**config.mk**
```make
export PLATFORM = sky130hd
export DESIGN_NAME = ctu_control
export DESIGN_NICKNAME = d
export VERILOG_FILES = /design/src/rtl/ctu_pkg.sv /design/src/rtl/ctu_control.sv
export SDC_FILE = /design/constraint.sdc
export NUM_CORES = 1
export LEC_CHECK = 0
export BUFFER_PORTS_ARGS = -buffer_cell sky130_fd_sc_hd__clkbuf_2
export CAP_MARGIN = 20
export CORE_MARGIN = 5
export CORE_UTILIZATION = 44
export CTS_CLUSTER_DIAMETER = 80
export DETAILED_ROUTE_END_ITERATION = 16
export HOLD_SLACK_MARGIN = 0.05
export PLACE_DENSITY = 0.86
export SYNTH_ARGS = -nofsm -noshare
export SYNTH_HDL_FRONTEND = slang
export SYNTH_SLANG_ARGS = --single-unit
```
**constraint.sdc**
```tcl
create_clock -name sys_clk_i -period 1.2 [get_ports sys_clk_i]
set_input_delay 0.24 -clock sys_clk_i [delete_from_list [all_inputs] [get_ports sys_clk_i]]
set_output_delay 0.24 -clock sys_clk_i [all_outputs]
set_load 0.02 [all_outputs]
```
**src/rtl/ctu_pkg.sv**
```systemverilog
// Constants and types of the charge time unit control register.
//------------------------------------------------------------------------------
// Summary of operation
// - The unit runs only while the enable bit 15 is set and is held off while it is clear.
// - With the idle-stop bit 13 set the unit halts in idle mode, otherwise it keeps running in idle.
// - Edge delay generation happens only while bit 12 is set.
// - Incoming edge events are blocked while bit 11 is clear and passed on while it is set.
// - With bit 10 set a second-edge event is accepted only after a first-edge event.
// - With bit 9 set the current source output is grounded, otherwise it is released.
// - The trigger output is active only while bit 8 is set.
// - Bit 14 and bits 7 to 0 read as zero and ignore writes.
// - Reset clears every writable control bit to zero.
//------------------------------------------------------------------------------
package ctu_pkg;

  localparam logic [3:0]  CTU_ADDR_CONTROL_ONE = 4'h0;
  localparam logic [15:0] CTU_CONTROL_RESET    = 16'h0000;
  localparam logic [15:0] CTU_CONTROL_MASK     = 16'hbf00;
  localparam logic [3:0]  CTU_ADDR_STATUS      = 4'h1;

  localparam int CTU_BIT_ENABLE    = 15;
  localparam int CTU_BIT_IDLE_STOP = 13;
  localparam int CTU_BIT_DELAY_GEN = 12;
  localparam int CTU_BIT_EDGE_GATE = 11;
  localparam int CTU_BIT_EDGE_ORD  = 10;
  localparam int CTU_BIT_DISCHARGE = 9;
  localparam int CTU_BIT_TRIG_EN   = 8;

  typedef struct packed {
    logic measure_unit_enable;
    logic reserved_14;
    logic idle_stop_select;
    logic delay_gen_enable;
    logic edge_gate_enable;
    logic edge_order_enable;
    logic current_source_discharge;
    logic trigger_out_enable;
    logic [7:0] reserved_low;
  } ctu_control_type;

  typedef struct packed {
    logic edge1_seen;
    logic edge2_seen;
  } ctu_edge_type;

endpackage

```
**src/rtl/ctu_control.sv**
```systemverilog
// Control register and edge handling of the charge time unit.
`timescale 1ns/1ps
module ctu_control
  import ctu_pkg::*;
(
  // Clock and reset
  input  wire logic        sys_clk_i,
  input  wire logic        reset_n_i,
  // Register port
  input  wire logic [3:0]  reg_addr_i,
  input  wire logic [15:0] reg_wdata_i,
  input  wire logic        reg_write_i,
  input  wire logic        reg_read_i,
  output logic      [15:0] reg_rdata_o,
  // System state
  input  wire logic        idle_mode_i,
  // Edge sources from pins
  input  wire logic        edge1_i,
  input  wire logic        edge2_i,
  // Measurement side
  output logic             unit_run_o,
  output logic             delay_gen_o,
  output logic             edge1_event_o,
  output logic             edge2_event_o,
  output logic             discharge_o,
  output logic             trigger_o
);

  ctu_control_type control_q;
  ctu_edge_type    edge_q;
  logic [1:0]      e1_sync_q;
  logic [1:0]      e2_sync_q;
  logic            e1_prev_q;
  logic            e2_prev_q;
  logic            run_d;
  logic            e1_rise;
  logic            e2_rise;
  logic            e1_pass;
  logic            e2_pass;

  //----------------------------------------------------------------------------
  // Helper functions
  //----------------------------------------------------------------------------
  // True when the register index selects the control register.
  function automatic logic is_control_addr(input logic [3:0] addr);
    return addr == CTU_ADDR_CONTROL_ONE;
  endfunction

  // Keeps only the implemented control bits of a bus word.
  function automatic logic [15:0] implemented_bits(input logic [15:0] word);
    return word & CTU_CONTROL_MASK;
  endfunction

  // Rising edge of a synchronised pin against its value one cycle earlier.
  function automatic logic rising(input logic now_val,
                                  input logic before_val);
    return now_val && !before_val;
  endfunction

  // In ordered mode a second edge waits for a first edge already seen.
  function automatic logic second_allowed(input logic ordered,
                                          input logic first_seen);
    return !ordered || first_seen;
  endfunction

  // Read data for a register index; unmapped indices read as zero.
  function automatic logic [15:0] read_word(input logic [3:0]      addr,
                                            input ctu_control_type ctl,
                                            input ctu_edge_type    edges);
    logic [15:0] word;
    word = 16'h0000;
    case (addr)
      CTU_ADDR_CONTROL_ONE: word = implemented_bits(ctl);
      CTU_ADDR_STATUS:      word = {14'h0, edges};
      default:              word = 16'h0000;
    endcase
    return word;
  endfunction

  //----------------------------------------------------------------------------
  // Control register
  //----------------------------------------------------------------------------
  always_ff @(posedge sys_clk_i or negedge reset_n_i) begin
    if (!reset_n_i) begin
      control_q <= CTU_CONTROL_RESET;
    end else if (reg_write_i && is_control_addr(reg_addr_i)) begin
      control_q <= implemented_bits(reg_wdata_i);
    end
  end

  always_ff @(posedge sys_clk_i or negedge reset_n_i) begin
    if (!reset_n_i) begin
      reg_rdata_o <= 16'h0000;
    end else if (reg_read_i) begin
      // Read data stand in each cycle after a read request and are zero otherwise.
      reg_rdata_o <= read_word(reg_addr_i, control_q, edge_q);
    end else begin
      reg_rdata_o <= 16'h0000;
    end
  end

  //----------------------------------------------------------------------------
  // Run state
  //----------------------------------------------------------------------------
  // The unit runs when enabled, unless idle-stop is chosen and the core is idle.
  assign run_d = control_q.measure_unit_enable
               && !(control_q.idle_stop_select && idle_mode_i);

  //----------------------------------------------------------------------------
  // Edge input synchronisers
  //----------------------------------------------------------------------------
  // The pins are asynchronous; only the second stage feeds the edge detect.
  // The detect stage resets low to match the idle level of the pins, so no
  // false edge follows reset.
  always_ff @(posedge sys_clk_i or negedge reset_n_i) begin
    if (!reset_n_i) begin
      e1_sync_q <= 2'h0;
      e1_prev_q <= 1'b0;
    end else begin
      e1_sync_q <= {e1_sync_q[0], edge1_i};
      e1_prev_q <= e1_sync_q[1];
    end
  end

  always_ff @(posedge sys_clk_i or negedge reset_n_i) begin
    if (!reset_n_i) begin
      e2_sync_q <= 2'h0;
      e2_prev_q <= 1'b0;
    end else begin
      e2_sync_q <= {e2_sync_q[0], edge2_i};
      e2_prev_q <= e2_sync_q[1];
    end
  end

  assign e1_rise = rising(e1_sync_q[1], e1_prev_q);
  assign e2_rise = rising(e2_sync_q[1], e2_prev_q);
  assign e1_pass = run_d && control_q.edge_gate_enable && e1_rise;
  // A second edge in ordered mode needs a first edge already seen.
  assign e2_pass = run_d && control_q.edge_gate_enable && e2_rise
                && second_allowed(control_q.edge_order_enable, edge_q.edge1_seen);

  //----------------------------------------------------------------------------
  // Edge tracking and outputs
  //----------------------------------------------------------------------------
  always_ff @(posedge sys_clk_i or negedge reset_n_i) begin
    if (!reset_n_i) begin
      edge_q <= '0;
    end else if (!run_d || !control_q.edge_gate_enable) begin
      edge_q <= '0;
    end else begin
      if (e1_pass) begin
        edge_q.edge1_seen <= 1'b1;
      end
      if (e2_pass) begin
        edge_q.edge2_seen <= 1'b1;
      end
    end
  end

  // Run and delay generation follow the register one cycle after a write.
  always_ff @(posedge sys_clk_i or negedge reset_n_i) begin
    if (!reset_n_i) begin
      unit_run_o  <= 1'b0;
      delay_gen_o <= 1'b0;
    end else begin
      unit_run_o  <= run_d;
      delay_gen_o <= run_d && control_q.delay_gen_enable;
    end
  end

  // Accepted edges leave as single-cycle pulses.
  always_ff @(posedge sys_clk_i or negedge reset_n_i) begin
    if (!reset_n_i) begin
      edge1_event_o <= 1'b0;
      edge2_event_o <= 1'b0;
    end else begin
      edge1_event_o <= e1_pass;
      edge2_event_o <= e2_pass;
    end
  end

  // Discharge acts even while the unit is disabled, so a sensor can be
  // drained before a measurement is started.
  always_ff @(posedge sys_clk_i or negedge reset_n_i) begin
    if (!reset_n_i) begin
      discharge_o <= 1'b0;
    end else begin
      discharge_o <= control_q.current_source_discharge;
    end
  end

  // The trigger fires once both edges of a measurement have been seen.
  always_ff @(posedge sys_clk_i or negedge reset_n_i) begin
    if (!reset_n_i) begin
      trigger_o <= 1'b0;
    end else begin
      trigger_o <= run_d && control_q.trigger_out_enable
                && edge_q.edge1_seen && edge_q.edge2_seen;
    end
  end

endmodule

```
==> impl_metrics.toml <==
[run_status]
outcome = "complete, no violations"

[finish]
area_growth_pct = 26.34
drive_above_1_share = 0.4435
nets = 143
diodes = 0

[cts]
cts_buffer_depth = 2
htreeDepth = 2
clk_pin_slew_worst_paths_ns = 0.08
cts-root-buf = "clkbuf_4"
clock-sinks = 30
cts_resized = 0
cts_tree = "built"
worstSkewPairLatency_ns = 0.31
numCtsBuffers = 5

[floorplan]
rows = 17
die_h_um = 58.85
core-area_um2 = 2255
dieArea_um2 = 3463
io_pins = 49
die_w_um = 58.85
start_util = 0.4656

[global_routing]
first_global_vias = 633
grt_max_degree = 31
overflow = 0
grt_most_used_layer = "met2"
met2_usage = 0.1640
grt_use_met1 = 0.1369
antenna_found_initial = 0
grt_pass1_wl_um = 2842
track_usage = 0.1165
use_met3 = 0.06140

[power_and_ir_drop]
vdd_drop_max_uv = 973.1
p_leak_nw = 0.7146
p_per_area_nw_per_um2 = 1476

[synth]
netlist_instances = 71
synth_top_cell_by_area = "dfrtp_1"
synth_common_cells = "dfrtp_1 (30), and2_1 (8), buf_4 (7), mux2_2 (7)"
synth_ff_type = "dfrtp_1"
yosys-top-cells-area = "dfrtp_1 (72%), mux2_2 (7.5%), buf_4 (5.0%)"
synth_edf_count = 0
ys_seq_area_frac = 0.7151
synth.top_cell.area_share = 0.7151
ys_types = 19
ys_ff_latch = 30
async_flop_share = 1.000
yosysMostFrequentCell = "dfrtp_1"
syn_avg_cell_area_um2 = 14.79
syn_area_um2 = 1050
ys_warn_count = 0

[hold_path]
hp-class = "input port to flop"
hold_depth = 2

[place]
place.port_buffers = 32
dp_hpwl_um = 1332
dpl_worst_slack_ns = -0.06806
gp_congestion = 0.6756

[setup_path]
cp_num_buf_inv = 1
reg2regPathDepth = 3
crit_type = "flop to output pin"
cp_cell_sequence = "clkbuf_2"
worst-path-max-fanout = 1
critPathRequiredTime_ns = 0.96
crit_path_top_delay_cell = "dfrtp_1"
cp-start-kind = "flop"
cp.arrival_ns = 0.85
endpoint_kind = "output pin"
critPathTopFamily = "flip-flops"
cp.depth = 1
max_stage_delay_ns = 0.38

[sta]
finalClockSkew_ns = 0.003439
max_freq_mhz = 919.0
setup-tns-final_ns = 0
drv_slew = 0
setup_ws_ns = 0.1118
finalHoldViolCount = 0
min_period_ns = 1.088
setup_viol = 0
finalCritPeriodShare = 0.9068
rsz0062_at_grt = "false"

[detailed_routing]
via_per_inst = 4.497
wl_per_cell_um = 12.03
drt.antenna.violating_nets = 0
drtPass1Iterations = 4
drcViolationCount = 0
drt-total-wl_um = 1720
via_count = 643
drt_iter0_markers = 11

[flow_run]
cap_violations = 0
## metrics by stage
stage / cells / total power [mW] / util / cell area, µm² / hold WS [ns]
after floorplan: 77 / 1.321 / - / 1072 / -0.05559
after global placement: 134 / 1.411 / 0.5522 / 1245 / 0.2549
after detailed placement: 134 / 1.428 / 0.5522 / 1245 / 0.2651
after CTS: 143 / 1.996 / 0.5882 / 1326 / 0.1407
after global routing: 143 / 2.069 / 0.5882 / 1326 / 0.1433
final: 143 / 1.957 / 0.5882 / 1326 / 0.1531
## where the power goes
part           switching, mW  internal (mW)
Combinational          0.136          0.119
Clock                  0.285          0.263
Sequential            0.0481           1.11
## path summary, 6_finish.rpt
check / startpoint / to / slack (ns)
worst max register to register: control_q[15] / edge1_event_o / 0.19
max in group asynchronous: reset_n_i / e1_sync_q[0] / 0.47
min in group asynchronous: reset_n_i / reg_rdata_o[12] / 0.46
worst min register to register: e1_sync_q[0] / e1_sync_q[1] / 0.35
worst max-delay path: reg_rdata_o[10] / reg_rdata_o[10] / 0.11
worst min-delay path: reg_wdata_i[10] / control_q[10] / 0.15
## worst reg2reg max path, delay by kind of cell, from the launching register on
| family | cells | cell delay (ns) |
|---|---|---|
| DFF | 1 | 0.37 |
| and+or+nand+nor | 2 | 0.35 |
| AOI/OAI and AO/OA | 1 | 0.21 |
## layout by cell type, fill, tap and decap left out, types with 3 or more instances in the layout
cell and count:
clkbuf_4 5, mux2_2 7, buf_4 4, conb_1 7, dfrtp_1 30, clkbuf_2 32, and2_1 8, dlygate4sd3_1 3
## flip-flops by register name, summed over array words and instances, names as in the netlist
register and flops:
control_q 7, delay_gen_o 1, discharge_o 1, e1_prev_q 1, e1_sync_q 2, e2_prev_q 1
e2_sync_q 2, edge1_event_o 1, edge2_event_o 1, edge_q 2, reg_rdata_o 9, trigger_o 1
unit_run_o 1
## layer usage
layer  up-vias  share of wire
met5         -              0
met4         0          0.032
met3         7           0.12
met2        33           0.43
met1       292           0.41
li1        311              -
## timing repair
action,4_1_cts,5_1_grt
endpoints found under the setup margin,0,0
setup buffers,0,0
hold buffers,3,0
hold endpoints to repair,32,0
## cell families (layout without fill, tap and decap cells)
| family | after synthesis | count (layout) | synth area share |
|---|---|---|---|
| muxes | 7 | 7 | 0.07509 |
| AOI/OAI and AO/OA | 3 | 3 | 0.01669 |
| DFF | 30 | 30 | 0.7151 |
| and+or+nand+nor | 21 | 21 | 0.1323 |
| buffers and inverters | 9 | 47 | 0.05721 |
| other | 1 | 7 | 0.003572 |
## area by class of cell
type | count | area [µm²]
fill | 197 | 928.4
sequential | 30 | 750.7
multi-input combinational | 38 | 261.5
timing repair buffer | 39 | 220.2
clock buffer | 6 | 51.30
tap | 28 | 35.03
inverter | 2 | 7.507
Power figures use the tool's default switching activity.
